===== config.mk =====
export PLATFORM = sky130hd
export DESIGN_NAME = dhfpm_device_flat
export DESIGN_NICKNAME = d
export VERILOG_FILES = /design/src/rtl/dhfpm_pkg.sv /design/src/rtl/dhfpm_link_if.sv /design/src/rtl/dhfpm_device.sv /design/src/flat_wrapper.sv
export SDC_FILE = /design/constraint.sdc
export NUM_CORES = 1
export LEC_CHECK = 0
export ABC_AREA = 1
export BUFFER_PORTS_ARGS = -buffer_cell sky130_fd_sc_hd__buf_2
export CORE_MARGIN = 2
export CORE_UTILIZATION = 40
export DETAILED_ROUTE_END_ITERATION = 12
export PLACE_DENSITY = 0.54
export SYNTH_ARGS = -nofsm -noshare
export SYNTH_HDL_FRONTEND = slang
export SYNTH_HIERARCHICAL = 1
export SYNTH_SLANG_ARGS = --single-unit

===== constraint.sdc =====
create_clock -name SYS_CLK_IN -period 5.8 [get_ports SYS_CLK_IN]
set_input_delay 0.58 -clock SYS_CLK_IN [delete_from_list [all_inputs] [get_ports SYS_CLK_IN]]
set_output_delay 0.58 -clock SYS_CLK_IN [all_outputs]
set_load 0.005 [all_outputs]

===== src/rtl/dhfpm_pkg.sv =====
package dhfpm_pkg;
	// Register indexes; byte address is four times the index
	localparam logic [7:0] IDX_TX_SPACE = 8'h1c;
	localparam logic [7:0] IDX_RX_AVAIL = 8'h1d;
	localparam logic [7:0] IDX_TX_DATA  = 8'h1e;
	localparam logic [7:0] IDX_TX_LAST  = 8'h1f;
	localparam logic [7:0] IDX_RX_DATA  = 8'h20;
	localparam logic [7:0] IDX_CR_EN    = 8'h21;
	localparam logic [7:0] IDX_SAPI0    = 8'h22;
	localparam logic [7:0] IDX_TEI0     = 8'h23;
	localparam logic [7:0] IDX_SAPI1    = 8'h24;
	localparam logic [7:0] IDX_TEI1     = 8'h25;
	localparam logic [7:0] IDX_CTRL     = 8'h30;
	localparam int         ADDR_W       = 10;

	// Control register fields
	localparam int         CTRL_TRANSP    = 0;
	localparam int         CTRL_ALIGN_EN  = 1;
	localparam int         CTRL_DLCI0_EN  = 2;
	localparam int         CTRL_DLCI1_EN  = 3;
	localparam logic [3:0] CTRL_RESET     = 4'hc;
	localparam logic [3:0] CR_EN_RESET    = 4'h0;
	localparam logic [7:0] PATTERN_RESET  = 8'h00;
	localparam logic [7:0] SAPI_CR_MASK   = 8'h02;

	// FIFO shape; bit 8 tags end of packet or status word
	localparam int         FIFO_DEPTH = 8;
	localparam int         FIFO_W     = 9;
	localparam int         TAG_BIT    = 8;

	// Bus answers
	localparam logic [1:0] RESP_OKAY   = 2'h0;
	localparam logic [1:0] RESP_SLVERR = 2'h2;

	// Serial bit timing, 16 kbit/s D channel
	localparam int CLK_PERIOD_NS = 40;
	localparam int BIT_TIME_NS   = 62500;
	localparam int BIT_CYCLES    = BIT_TIME_NS / CLK_PERIOD_NS;
endpackage


===== src/rtl/dhfpm_link_if.sv =====
`timescale 1ns/1ns
`default_nettype none
interface dhfpm_link_if;
	// Transmit bytes, device to transceiver
	logic       tx_valid;
	logic [7:0] tx_data;
	logic       tx_last;
	logic       tx_ready;
	// Received bits or end-of-frame status, transceiver to device
	logic       rx_valid;
	logic       rx_is_end;
	logic       rx_bit;
	logic [7:0] rx_status;
	logic       rx_ready;

	modport dev  (output tx_valid, tx_data, tx_last, input tx_ready,
		input rx_valid, rx_is_end, rx_bit, rx_status, output rx_ready);
	modport xcvr (input tx_valid, tx_data, tx_last, output tx_ready,
		output rx_valid, rx_is_end, rx_bit, rx_status, input rx_ready);
endinterface
`default_nettype wire


===== src/rtl/dhfpm_device.sv =====
// Overview of operation
// - Transmit data write pushes non-final byte
// - Software writes packet's final byte to last-byte port
// - Last-byte write enters FIFO tagged end-of-packet
// - Both transmit ports share one FIFO
// - Receive port read returns and removes oldest entry
// - First received bit lands in bit 0
// - Compare enable includes or ignores C/R bit
// - Software writes zeros to upper enable bits
// - SAPI pattern bits 7..2 hold SAPI value
// - Transparent mode aligns on first SAPI pattern
// - Software sets SAPI extension bit 0 for 0/63
// - TEI pattern bits 7..1 hold TEI, bit 0 extension
// - Software programs C/R pattern bit per standard
// - Top bit of receive-available flags status word
`timescale 1ns/1ns
`default_nettype none
module dhfpm_fifo #(
	parameter int WIDTH = 9,
	parameter int DEPTH = 8
) (
	input  wire logic                     clk_in,
	input  wire logic                     rst_n_in,
	input  wire logic                     in_valid_in,
	input  wire logic [WIDTH-1:0]         in_data_in,
	output logic                          in_ready_out,
	output logic                          out_valid_out,
	output logic [WIDTH-1:0]              out_data_out,
	input  wire logic                     out_ready_in,
	output logic [$clog2(DEPTH):0]        level_out
);
	localparam int AW = $clog2(DEPTH);
	localparam logic [AW:0] FULL = (AW+1)'(DEPTH);

	typedef struct packed {
		logic [DEPTH-1:0][WIDTH-1:0] mem;
		logic [AW-1:0]               rd;
		logic [AW-1:0]               wr;
		logic [AW:0]                 cnt;
	} dhfpm_fifo_st_t;

	dhfpm_fifo_st_t s;
	dhfpm_fifo_st_t next_s;
	logic           push;
	logic           pop;

	// Pointer and count update
	always_comb
	begin
		next_s = s;
		push = in_valid_in && (s.cnt != FULL);
		pop = out_ready_in && (s.cnt != '0);
		if (push)
		begin
			next_s.mem[s.wr] = in_data_in;
			next_s.wr = s.wr + 1'b1;
		end
		if (pop)
			next_s.rd = s.rd + 1'b1;
		if (push && !pop)
			next_s.cnt = s.cnt + 1'b1;
		else if (pop && !push)
			next_s.cnt = s.cnt - 1'b1;
	end

	// State register
	always_ff @(posedge clk_in or negedge rst_n_in)
	begin
		if (!rst_n_in)
			s <= '0;
		else
			s <= next_s;
	end

	assign in_ready_out = s.cnt != FULL;
	assign out_valid_out = s.cnt != '0;
	assign out_data_out = s.mem[s.rd];
	assign level_out = s.cnt;
endmodule

module dhfpm_device (
	input  wire logic                              SYS_CLK_IN,
	input  wire logic                              RST_N_IN,
	input  wire logic [dhfpm_pkg::ADDR_W-1:0]      S_AXI_AWADDR_IN,
	input  wire logic                              S_AXI_AWVALID_IN,
	output logic                                   S_AXI_AWREADY_OUT,
	input  wire logic [31:0]                       S_AXI_WDATA_IN,
	input  wire logic [3:0]                        S_AXI_WSTRB_IN,
	input  wire logic                              S_AXI_WVALID_IN,
	output logic                                   S_AXI_WREADY_OUT,
	output logic [1:0]                             S_AXI_BRESP_OUT,
	output logic                                   S_AXI_BVALID_OUT,
	input  wire logic                              S_AXI_BREADY_IN,
	input  wire logic [dhfpm_pkg::ADDR_W-1:0]      S_AXI_ARADDR_IN,
	input  wire logic                              S_AXI_ARVALID_IN,
	output logic                                   S_AXI_ARREADY_OUT,
	output logic [31:0]                            S_AXI_RDATA_OUT,
	output logic [1:0]                             S_AXI_RRESP_OUT,
	output logic                                   S_AXI_RVALID_OUT,
	input  wire logic                              S_AXI_RREADY_IN,
	dhfpm_link_if.dev                              link
);
	typedef struct packed {
		logic       awready;
		logic       wready;
		logic       arready;
		logic       aw_hold;
		logic [7:0] aw_idx;
		logic       w_hold;
		logic [7:0] w_data;
		logic       w_ok;
		logic       bvalid;
		logic [1:0] bresp;
		logic       rvalid;
		logic [7:0] rdata;
		logic [1:0] rresp;
		logic [3:0] ctrl;
		logic [3:0] cr_en;
		logic [7:0] sapi0;
		logic [7:0] tei0;
		logic [7:0] sapi1;
		logic [7:0] tei1;
		logic [7:0] sh;
		logic [2:0] bit_cnt;
		logic [1:0] byte_idx;
		logic [7:0] sapi_hold;
		logic       accept;
		logic       aligned;
		logic       rx_ready;
		logic       push_v;
		logic [8:0] push_d;
		logic       second_v;
		logic [8:0] second_d;
		logic [3:0] stat_cnt;
	} dhfpm_dev_st_t;

	dhfpm_dev_st_t s;
	dhfpm_dev_st_t next_s;
	logic          tx_push;
	logic [8:0]    tx_push_d;
	logic          tx_in_ready;
	logic [3:0]    tx_level;
	logic          rx_in_ready;
	logic          rx_out_valid;
	logic [8:0]    rx_out_d;
	logic          rx_pop;
	logic [3:0]    rx_level;
	logic [7:0]    nsh;
	logic          transp;

	// Address octet compare; C/R bit only when enabled
	function automatic logic sapi_match(input logic [7:0] pat, input logic [7:0] got,
		input logic cr_en);
		logic [7:0] mask;
		mask = cr_en ? 8'hff : ~dhfpm_pkg::SAPI_CR_MASK;
		return ((pat ^ got) & mask) == 8'h00;
	endfunction

	// Bus slave, register file and receive assembly
	always_comb
	begin
		next_s = s;
		tx_push = 1'b0;
		tx_push_d = 9'h000;
		rx_pop = 1'b0;
		transp = s.ctrl[dhfpm_pkg::CTRL_TRANSP];
		nsh = {link.rx_bit, s.sh[7:1]};
		if (s.bvalid && S_AXI_BREADY_IN)
			next_s.bvalid = 1'b0;
		if (s.rvalid && S_AXI_RREADY_IN)
			next_s.rvalid = 1'b0;
		// Address and data accepted in either order
		if (s.awready && S_AXI_AWVALID_IN)
		begin
			next_s.aw_hold = 1'b1;
			next_s.aw_idx = S_AXI_AWADDR_IN[dhfpm_pkg::ADDR_W-1:2];
		end
		if (s.wready && S_AXI_WVALID_IN)
		begin
			next_s.w_hold = 1'b1;
			next_s.w_data = S_AXI_WDATA_IN[7:0];
			next_s.w_ok = S_AXI_WSTRB_IN[0];
		end
		if (next_s.aw_hold && next_s.w_hold && !s.bvalid)
		begin
			next_s.aw_hold = 1'b0;
			next_s.w_hold = 1'b0;
			next_s.bvalid = 1'b1;
			next_s.bresp = dhfpm_pkg::RESP_OKAY;
			case (next_s.aw_idx)
				dhfpm_pkg::IDX_TX_DATA, dhfpm_pkg::IDX_TX_LAST:
				begin
					tx_push = next_s.w_ok && tx_in_ready;
					tx_push_d = {next_s.aw_idx == dhfpm_pkg::IDX_TX_LAST,
						next_s.w_data};
				end
				dhfpm_pkg::IDX_CR_EN:
					if (next_s.w_ok) next_s.cr_en = next_s.w_data[3:0];
				dhfpm_pkg::IDX_SAPI0:
					if (next_s.w_ok) next_s.sapi0 = next_s.w_data;
				dhfpm_pkg::IDX_TEI0:
					if (next_s.w_ok) next_s.tei0 = next_s.w_data;
				dhfpm_pkg::IDX_SAPI1:
					if (next_s.w_ok) next_s.sapi1 = next_s.w_data;
				dhfpm_pkg::IDX_TEI1:
					if (next_s.w_ok) next_s.tei1 = next_s.w_data;
				dhfpm_pkg::IDX_CTRL:
					if (next_s.w_ok) next_s.ctrl = next_s.w_data[3:0];
				default:
					next_s.bresp = dhfpm_pkg::RESP_SLVERR;
			endcase
		end
		// Read decode; receive port pops its entry
		if (s.arready && S_AXI_ARVALID_IN)
		begin
			next_s.rvalid = 1'b1;
			next_s.rresp = dhfpm_pkg::RESP_OKAY;
			case (S_AXI_ARADDR_IN[dhfpm_pkg::ADDR_W-1:2])
				dhfpm_pkg::IDX_TX_SPACE:
					next_s.rdata = 8'(dhfpm_pkg::FIFO_DEPTH) - {4'h0, tx_level};
				dhfpm_pkg::IDX_RX_AVAIL:
					next_s.rdata = {s.stat_cnt != 4'h0, 3'h0, rx_level};
				dhfpm_pkg::IDX_RX_DATA:
				begin
					rx_pop = rx_out_valid;
					next_s.rdata = rx_out_valid ? rx_out_d[7:0] : 8'h00;
				end
				dhfpm_pkg::IDX_CR_EN: next_s.rdata = {4'h0, s.cr_en};
				dhfpm_pkg::IDX_SAPI0: next_s.rdata = s.sapi0;
				dhfpm_pkg::IDX_TEI0:  next_s.rdata = s.tei0;
				dhfpm_pkg::IDX_SAPI1: next_s.rdata = s.sapi1;
				dhfpm_pkg::IDX_TEI1:  next_s.rdata = s.tei1;
				dhfpm_pkg::IDX_CTRL:  next_s.rdata = {4'h0, s.ctrl};
				default:
				begin
					next_s.rdata = 8'h00;
					next_s.rresp = dhfpm_pkg::RESP_SLVERR;
				end
			endcase
		end
		// Status word count follows pushes and pops
		if (s.push_v && rx_in_ready)
		begin
			next_s.push_v = s.second_v;
			next_s.push_d = s.second_d;
			next_s.second_v = 1'b0;
		end
		if ((s.push_v && rx_in_ready && s.push_d[dhfpm_pkg::TAG_BIT]) &&
			!(rx_pop && rx_out_d[dhfpm_pkg::TAG_BIT]))
			next_s.stat_cnt = s.stat_cnt + 4'h1;
		else if (!(s.push_v && rx_in_ready && s.push_d[dhfpm_pkg::TAG_BIT]) &&
			(rx_pop && rx_out_d[dhfpm_pkg::TAG_BIT]))
			next_s.stat_cnt = s.stat_cnt - 4'h1;
		// Receive item taken only while nothing is pending
		if (link.rx_valid && s.rx_ready)
		begin
			if (link.rx_is_end)
			begin
				if (transp || s.accept)
				begin
					next_s.push_v = 1'b1;
					next_s.push_d = {1'b1, link.rx_status};
				end
				next_s.bit_cnt = 3'h0;
				next_s.byte_idx = 2'h0;
				next_s.accept = 1'b0;
				next_s.aligned = 1'b0;
			end
			else if (transp && s.ctrl[dhfpm_pkg::CTRL_ALIGN_EN] && !s.aligned)
			begin
				next_s.sh = nsh;
				if (nsh == s.sapi0)
				begin
					next_s.aligned = 1'b1;
					next_s.bit_cnt = 3'h0;
				end
			end
			else
			begin
				next_s.sh = nsh;
				next_s.bit_cnt = s.bit_cnt + 3'h1;
				if (s.bit_cnt == 3'h7)
				begin
					if (transp)
					begin
						next_s.push_v = 1'b1;
						next_s.push_d = {1'b0, nsh};
					end
					else
					begin
						case (s.byte_idx)
							2'h0:
							begin
								next_s.sapi_hold = nsh;
								next_s.byte_idx = 2'h1;
							end
							2'h1:
							begin
								next_s.byte_idx = 2'h2;
								if ((s.ctrl[dhfpm_pkg::CTRL_DLCI0_EN] && nsh == s.tei0 &&
									sapi_match(s.sapi0, s.sapi_hold, s.cr_en[0])) ||
									(s.ctrl[dhfpm_pkg::CTRL_DLCI1_EN] && nsh == s.tei1 &&
									sapi_match(s.sapi1, s.sapi_hold, s.cr_en[1])))
								begin
									next_s.accept = 1'b1;
									next_s.push_v = 1'b1;
									next_s.push_d = {1'b0, s.sapi_hold};
									next_s.second_v = 1'b1;
									next_s.second_d = {1'b0, nsh};
								end
							end
							default:
								if (s.accept)
								begin
									next_s.push_v = 1'b1;
									next_s.push_d = {1'b0, nsh};
								end
						endcase
					end
				end
			end
		end
		// Ready flags registered from the next state
		next_s.rx_ready = !next_s.push_v;
		next_s.awready = !next_s.aw_hold && !next_s.bvalid;
		next_s.wready = !next_s.w_hold && !next_s.bvalid;
		next_s.arready = !next_s.rvalid;
	end

	// State register
	always_ff @(posedge SYS_CLK_IN or negedge RST_N_IN)
	begin
		if (!RST_N_IN)
		begin
			s <= '0;
			s.ctrl <= dhfpm_pkg::CTRL_RESET;
			s.cr_en <= dhfpm_pkg::CR_EN_RESET;
			s.sapi0 <= dhfpm_pkg::PATTERN_RESET;
			s.tei0 <= dhfpm_pkg::PATTERN_RESET;
			s.sapi1 <= dhfpm_pkg::PATTERN_RESET;
			s.tei1 <= dhfpm_pkg::PATTERN_RESET;
		end
		else
			s <= next_s;
	end

	// Transmit FIFO, drained by the transceiver
	dhfpm_fifo #(.WIDTH(dhfpm_pkg::FIFO_W), .DEPTH(dhfpm_pkg::FIFO_DEPTH)) u_tx_fifo (
		.clk_in        (SYS_CLK_IN),
		.rst_n_in      (RST_N_IN),
		.in_valid_in   (tx_push),
		.in_data_in    (tx_push_d),
		.in_ready_out  (tx_in_ready),
		.out_valid_out (link.tx_valid),
		.out_data_out  ({link.tx_last, link.tx_data}),
		.out_ready_in  (link.tx_ready),
		.level_out     (tx_level)
	);

	// Receive FIFO, drained by register reads
	dhfpm_fifo #(.WIDTH(dhfpm_pkg::FIFO_W), .DEPTH(dhfpm_pkg::FIFO_DEPTH)) u_rx_fifo (
		.clk_in        (SYS_CLK_IN),
		.rst_n_in      (RST_N_IN),
		.in_valid_in   (s.push_v),
		.in_data_in    (s.push_d),
		.in_ready_out  (rx_in_ready),
		.out_valid_out (rx_out_valid),
		.out_data_out  (rx_out_d),
		.out_ready_in  (rx_pop),
		.level_out     (rx_level)
	);

	assign link.rx_ready = s.rx_ready;
	assign S_AXI_AWREADY_OUT = s.awready;
	assign S_AXI_WREADY_OUT = s.wready;
	assign S_AXI_BVALID_OUT = s.bvalid;
	assign S_AXI_BRESP_OUT = s.bresp;
	assign S_AXI_ARREADY_OUT = s.arready;
	assign S_AXI_RVALID_OUT = s.rvalid;
	assign S_AXI_RRESP_OUT = s.rresp;
	assign S_AXI_RDATA_OUT = {24'h000000, s.rdata};
endmodule
`default_nettype wire


===== src/flat_wrapper.sv =====
// flat-port wrapper written by rule: the top's interface ports become plain ports
module dhfpm_device_flat 
  (SYS_CLK_IN, RST_N_IN, S_AXI_AWADDR_IN, S_AXI_AWVALID_IN, S_AXI_AWREADY_OUT, S_AXI_WDATA_IN, S_AXI_WSTRB_IN, S_AXI_WVALID_IN, S_AXI_WREADY_OUT, S_AXI_BRESP_OUT, S_AXI_BVALID_OUT, S_AXI_BREADY_IN, S_AXI_ARADDR_IN, S_AXI_ARVALID_IN, S_AXI_ARREADY_OUT, S_AXI_RDATA_OUT, S_AXI_RRESP_OUT, S_AXI_RVALID_OUT, S_AXI_RREADY_IN, link_tx_valid, link_tx_data, link_tx_last, link_tx_ready, link_rx_valid, link_rx_is_end, link_rx_bit, link_rx_status, link_rx_ready);
  dhfpm_link_if link_i ();
  input  wire logic SYS_CLK_IN;
  input  wire logic RST_N_IN;
  input  wire logic [dhfpm_pkg::ADDR_W-1:0] S_AXI_AWADDR_IN;
  input  wire logic S_AXI_AWVALID_IN;
  output logic S_AXI_AWREADY_OUT;
  input  wire logic [31:0] S_AXI_WDATA_IN;
  input  wire logic [3:0] S_AXI_WSTRB_IN;
  input  wire logic S_AXI_WVALID_IN;
  output logic S_AXI_WREADY_OUT;
  output logic [1:0] S_AXI_BRESP_OUT;
  output logic S_AXI_BVALID_OUT;
  input  wire logic S_AXI_BREADY_IN;
  input  wire logic [dhfpm_pkg::ADDR_W-1:0] S_AXI_ARADDR_IN;
  input  wire logic S_AXI_ARVALID_IN;
  output logic S_AXI_ARREADY_OUT;
  output logic [31:0] S_AXI_RDATA_OUT;
  output logic [1:0] S_AXI_RRESP_OUT;
  output logic S_AXI_RVALID_OUT;
  input  wire logic S_AXI_RREADY_IN;
  output wire logic [$bits(link_i.tx_valid)-1:0] link_tx_valid;
  output wire logic [$bits(link_i.tx_data)-1:0] link_tx_data;
  output wire logic [$bits(link_i.tx_last)-1:0] link_tx_last;
  input wire logic [$bits(link_i.tx_ready)-1:0] link_tx_ready;
  input wire logic [$bits(link_i.rx_valid)-1:0] link_rx_valid;
  input wire logic [$bits(link_i.rx_is_end)-1:0] link_rx_is_end;
  input wire logic [$bits(link_i.rx_bit)-1:0] link_rx_bit;
  input wire logic [$bits(link_i.rx_status)-1:0] link_rx_status;
  output wire logic [$bits(link_i.rx_ready)-1:0] link_rx_ready;
  assign link_tx_valid = link_i.tx_valid;
  assign link_tx_data = link_i.tx_data;
  assign link_tx_last = link_i.tx_last;
  assign link_i.tx_ready = link_tx_ready;
  assign link_i.rx_valid = link_rx_valid;
  assign link_i.rx_is_end = link_rx_is_end;
  assign link_i.rx_bit = link_rx_bit;
  assign link_i.rx_status = link_rx_status;
  assign link_rx_ready = link_i.rx_ready;
  dhfpm_device u_core (.SYS_CLK_IN(SYS_CLK_IN), .RST_N_IN(RST_N_IN), .S_AXI_AWADDR_IN(S_AXI_AWADDR_IN), .S_AXI_AWVALID_IN(S_AXI_AWVALID_IN), .S_AXI_AWREADY_OUT(S_AXI_AWREADY_OUT), .S_AXI_WDATA_IN(S_AXI_WDATA_IN), .S_AXI_WSTRB_IN(S_AXI_WSTRB_IN), .S_AXI_WVALID_IN(S_AXI_WVALID_IN), .S_AXI_WREADY_OUT(S_AXI_WREADY_OUT), .S_AXI_BRESP_OUT(S_AXI_BRESP_OUT), .S_AXI_BVALID_OUT(S_AXI_BVALID_OUT), .S_AXI_BREADY_IN(S_AXI_BREADY_IN), .S_AXI_ARADDR_IN(S_AXI_ARADDR_IN), .S_AXI_ARVALID_IN(S_AXI_ARVALID_IN), .S_AXI_ARREADY_OUT(S_AXI_ARREADY_OUT), .S_AXI_RDATA_OUT(S_AXI_RDATA_OUT), .S_AXI_RRESP_OUT(S_AXI_RRESP_OUT), .S_AXI_RVALID_OUT(S_AXI_RVALID_OUT), .S_AXI_RREADY_IN(S_AXI_RREADY_IN), .link(link_i));
endmodule

[Yosys cells after proc, flatten, opt, wreduce, memory -nomap -nowiden]
Cells that the tools add are included.
Storage, ports and cells
  word-level logic and storage cells: 244
  output and inout bits: 52
  bits in registers: 287
  bits of input ports: 75
Cells by class
  multiplexer cells: 62
  equal/unequal tests: 27
  $lt $le $gt $ge: 6
  reductions and logical operators: 77
  bitwise logic cells: 7
  add/subtract/negate cells: 12
Operator list (count)
  $bwmux W72: 2
  $eq A8 B6 Y1 const B: 13
  $mux W10: 8
  $mux W20: 4
  $pmux W8 S9: 1
  $mux W9: 7
  $mux W11: 5
  $bmux W9 S3: 2
  $demux W9 S3: 2
  $eq A8 B5 Y1 const B: 4
  $logic_and A1 B1 Y1: 31
  $eq A8 B8 Y1: 3
  $mux W4: 6
  $reduce_and A3 Y1: 7
  $pmux W10 S2: 1
  $and A8 B8 Y8: 2
  $logic_not A8 Y1: 2
  $lt A3 B4 Y1 const B: 4
  $mux W8: 2
  $reduce_bool A2 Y1: 8
  $xor A8 B8 Y8: 2
  $add A3 B1 Y3 const B: 5
  $logic_not A1 Y1: 13
  $add A4 B1 Y4 const B: 3
  25 further kinds: 54

[Logic depth before layout (Yosys ltp)]
  word-level depth: 13
  gate-level depth with buffers: 21

[By module]
The synthesis kept the hierarchy.
Modules (own cells, without submodules)
  dhfpm_fifo: area an instance 4737.0 um^2, cells each 643, times used 2
  dhfpm_device: area an instance 7290.7 um^2, cells each 1008, times used 1

[Least setup slack after synthesis]
OpenSTA, ideal clock, no wires.
  path kind: input to register
  start point: in S_AXI_AWVALID_IN
  end point: reg u_core.u_tx_fifo.s, in the netlist u_core/u_tx_fifo/level_out[3]
  stages on the path: 19
  buffers on the path: 1
  path slack: 2.810 ns
  arrival time: 2.873 ns
  path through: nand2_2 inv_2 or2_1 o21ai_0 nand3_1 nor3_1 inv_1 nor2_1 buf_2 nand2_1 inv_1 ha_1 inv_1 ha_1 or2_2 nand2_1 nand2_1 nand3_1 nand2_1
Between the ends
  word-level cells in the longest chain between the ends: 10
  elaborated cells between the ends (all ways): 15
  classes of those cells: eq/ne: 2; mux: 4; reduce/logical: 9
Ends and longest elaborated chain
  start: declaration: line flat_wrapper.sv:8  | input wire logic S_AXI_AWVALID_IN;
  $logic_and A1 B1 Y1 *: line dhfpm_device.sv:173  | if (s.awready && S_AXI_AWVALID_IN)
  $mux W9 *: line dhfpm_device.sv:173
  $eq A8 B5 Y1: line dhfpm_device.sv:190  | case (next_s.aw_idx)
  $reduce_or A2 Y1: line dhfpm_device.sv:190
  $mux W1: line dhfpm_device.sv:190
  $mux W1 *: line dhfpm_device.sv:184  | if (next_s.aw_hold && next_s.w_hold && !s.bvalid)
  net u_core.tx_push: line dhfpm_device.sv:139  | logic tx_push;
  $logic_and A1 B1 Y1 *: line dhfpm_device.sv:51  | push = in_valid_in && (s.cnt != FULL);
  net u_core.u_tx_fifo.push: line dhfpm_device.sv:44  | logic push;
  $logic_not A1 Y1: line dhfpm_device.sv:62  | else if (pop && !push)
  $logic_and A1 B1 Y1: line dhfpm_device.sv:62
  $reduce_bool A2 Y1 (no line)
  end signal: assignment: line dhfpm_device.sv:72  | s <= next_s;
  end: declaration: line dhfpm_device.sv:42  | dhfpm_fifo_st_t s;
The timed path passes the listed nets; every way through them passes the cells marked *.
A chain may end at the register's enable or synchronous reset.

[Worst setup path in the final report]
  start point: reg u_core/u_tx_fifo/s[8] (netlist bit)
  end point: out link_tx_data[0]
Between the ends
  word-level cells in the longest chain between the ends: 2
Ends and longest elaborated chain
  $bmux W9 S3: line dhfpm_device.sv:77  | assign out_data_out = s.mem[s.rd];
  $mux W9 (implied by the code): line dhfpm_device.sv:77
  end: declaration: line flat_wrapper.sv:25  | output wire logic [$bits(link_i.tx_data)-1:0] link_tx_data;
No other way between the ends. The select of a mux whose other input is x is not followed.

==> results.sh <==
export IMPL_outcome="complete, no violations"
export IMPL_pwr_share_seq_pct=37.9
export IMPL_p_clk_share_pct=26.2
export IMPL_num_vias=14700
export IMPL_synth_seq_cells=284
export IMPL_drt_total_wl_mm=50.3
export IMPL_clockBufferDepth=3
export IMPL_viasPerCell=5.16
export IMPL_p_leak_nw=9.28
export IMPL_cpMostUsedCell="nand2_1"
export IMPL_final_layout_size_suffix_gt1_share_pct=10.8
export IMPL_drtPass1Iterations=7
export IMPL_cts_made_buffers=35
export IMPL_grt_pass1_vias=13800
export IMPL_required_ps=5220
export IMPL_p_per_area_nw_per_um2=443
export IMPL_async_reset_ff_share_pct=100
export IMPL_synth_main_ff_cell="dfrtp_1"
export IMPL_crit_type="flip-flop to output port"
export IMPL_start_util_pct=40.2
export IMPL_clock_sinks=284
export IMPL_finalHoldViolCount=0
export IMPL_overflow=0
export IMPL_skew_ps=15.3
export IMPL_core_area_um2=41700
export IMPL_rows=75
export IMPL_clock_latency_ps=540
export IMPL_fmax_mhz=286
export IMPL_die_x_um=209
export IMPL_setup_tns_ps=0
export IMPL_clock_root_buffer="clkbuf_16"
export IMPL_period_minus_slack_ps=3500
export IMPL_die_area_um2=43600
export IMPL_switching_share_pct=41.9
export IMPL_p_total_mw=8.09
export IMPL_ant_nets=0
export IMPL_nets=2390
export IMPL_hpwlAfterDp_mm=34.9
export IMPL_crit_chain="clkinv_1 -> nor2_1 -> nand2_1 -> nand2_1 -> nand2_1 -> nand2_1 -> buf_2"
export IMPL_ys_seq_area_share_pct=42.4
export IMPL_cts_hold_fix_buffers=0
export IMPL_cts_repair_resized=0
export IMPL_io_pins=127
export IMPL_postCtsSetupBuffers=0
export IMPL_synth_edf_count=0
export IMPL_cts_tree="built"
export IMPL_yosys_warnings=6
export IMPL_slowest_stage="dfrtp_1"
export IMPL_die_h_um=209
export IMPL_cap_violations=0
export IMPL_drc=0
export IMPL_relSlewSlack_pct=28.1
export IMPL_drt_initial_drc_count=1396
export IMPL_hold_class="input port to async pin"
export IMPL_grtUsageTotal_pct=23.5
export IMPL_p_int_mw=4.70
export IMPL_critPathMaxStageDelay_ps=860
export IMPL_rsz0062_at_grt="false"
export IMPL_period_share_pct=60.3
export IMPL_gp_congestion=0.917
export IMPL_cp_data_arrival_time_ps=2920
export IMPL_path_clk_slew_ps=60
export IMPL_grt_pass1_wl_mm=80.5
export IMPL_end_kind="output port"
export IMPL_worstPathMaxFanout=21
export IMPL_grt_max_degree=117
export IMPL_setup_viol=0
export IMPL_startpoint_type="flip-flop"
export IMPL_synthesis_area_um2=16800
export IMPL_synth_cells=2294
export IMPL_switchingPower_mw=3.39
export IMPL_antenna_found_initial=1
export IMPL_worst_slew_pin_slew_ps=1070
export IMPL_avgRoutedWirePerCell_um=17.6
export IMPL_peakVddDrop_mv=0.235
export IMPL_synth_avg_cell_area_um2=7.31
export IMPL_area_growth_pct=8.98
export IMPL_power_frac_comb_pct=35.9
export IMPL_portBuffers=69
export IMPL_final_max_slew_viol_count=0
export IMPL_htree_levels=2
export IMPL_synth_cell_types=54
## sequential cells by signal, summed over array words and instances (netlist names), 4 cells and up
register	count
u_core/S_AXI_RDATA_OUT	8
u_core/u_tx_fifo/s	78
u_core/nsh	7
u_core/s	97
u_core/u_tx_fifo/level_out	4
u_core/u_rx_fifo/level_out	4
u_core/u_rx_fifo/s	78
## cell type report
cell class | instances | area (um2)
inverters | 234 | 893
clock inverters | 7 | 88.8
repair buffers | 82 | 465
multi-input cells | 1659 | 8040
diodes | 1 | 2.50
clock buffers | 49 | 988
well taps | 539 | 674
fillers | 4325 | 23400
flip-flops and latches | 284 | 7110
## worst paths after layout
kind	startpoint	endpoint	slack [ps]	cells after the start
worst max-delay path	u_core/u_tx_fifo/s[8]$_DFFE_PN0P_	link_tx_data[0]	2300	7
worst min-delay path	RST_N_IN	u_core/s[39]$_DFFE_PN0P_	2	1
worst max register to register	u_core/u_rx_fifo/s[7]$_DFFE_PN0P_	u_core/s[3]$_DFFE_PN0P_	2500	17
worst min register to register	u_core/u_rx_fifo/s[75]$_DFFE_PN0P_	u_core/u_rx_fifo/s[75]$_DFFE_PN0P_	470	2
max in group asynchronous	RST_N_IN	u_core/u_tx_fifo/s[7]$_DFFE_PN0P_	4470	2
min in group SYS_CLK_IN	S_AXI_AWADDR_IN[9]	u_core/s[119]$_DFF_PN0_	270	3
## cells by family after synthesis
group                      count (synthesis)  share of synthesized area [%]
AOI/OAI and AO/OA                        188                           6.40
xor gates and xnor gates                  19                          0.993
adders and majority gates                 19                           1.55
buffers and inverters                    376                           10.4
DFF                                      284                           42.4
muxes                                      1                         0.0672
other                                      1                         0.0224
and+or+nand+nor                         1406                           38.2
## layer usage
layer  share of wire, %  vias to the layer above  wire length [um]  track usage, %
met5                  0                        -                 0               0
met4                2.8                        0              1390            7.54
met3                5.9                       74              2960            3.94
met2                 44                      438             22300            35.7
met1                 47                     6947             23700            34.2
li1                   -                     7273                 -               -
## critical path, delay by kind of cell, from the launching register on
family	cells	cell delay [ps]
buffers and inverters	2	900
and+or+nand+nor	5	610
DFF	1	860
## stage by stage
step	hold slack, ps	util, %	instance area (um2)	std cells	worst slack [ps]
after detailed placement	458	41.3	17200	2798	2270
final	1.89	43.8	18300	2855	2300
after global placement	453	41.3	17200	2798	2270
after floorplan	284	-	16900	2319	2810
after global routing	34.8	43.8	18300	2854	2080
after CTS	13.1	43.8	18300	2854	2280
## cells in the mapped netlist, drive strengths merged, types with 4 or more instances
cell | number | share of area (%)
ha | 16 | 1.2
inv | 230 | 5.2
nand2 | 857 | 19
xnor2 | 16 | 0.84
a21oi | 51 | 1.5
o21ai | 103 | 3.4
nor4 | 9 | 0.34
nand3 | 71 | 3.4
buf | 96 | 3.9
dfrtp | 282 | 42
clkbuf | 46 | 1.1
nand4 | 160 | 6.0
o22ai | 16 | 0.60
nor3 | 19 | 0.63
or2 | 16 | 0.60
a211oi | 8 | 0.36
nor2 | 269 | 7.5
clkinv | 4 | 0.090
## power groups by stage
| stage | Combinational, mW | Clock [mW] | Sequential, mW |
|---|---|---|---|
| final | 2.90 | 2.12 | 3.07 |
| after global routing | 3.33 | 2.26 | 3.14 |
| after CTS | 2.91 | 2.18 | 3.06 |
| after detailed placement | 2.90 | 0 | 3.09 |
| after global placement | 2.86 | 0 | 3.08 |
| after floorplan | 2.35 | 0 | 2.77 |
## placed cells by master, fill, tap and decap left out, drive strengths merged, types with 2 or more instances in the layout
master  count
a211oi      8
a21oi      51
buf        82
bufinv      2
clkbuf     49
clkinv      8
conb       26
dfrtp     282
dfstp       2
fa          3
ha         16
inv       231
nand2     857
nand3      71
nand3b      3
nand4     160
nor2      269
nor3       19
nor4        9
o21a        2
o21ai     103
o221ai      2
o22ai      16
o31ai       2
or2        16
xnor2      16
xor2        3
No activity file was read; power rests on OpenSTA's default activity.
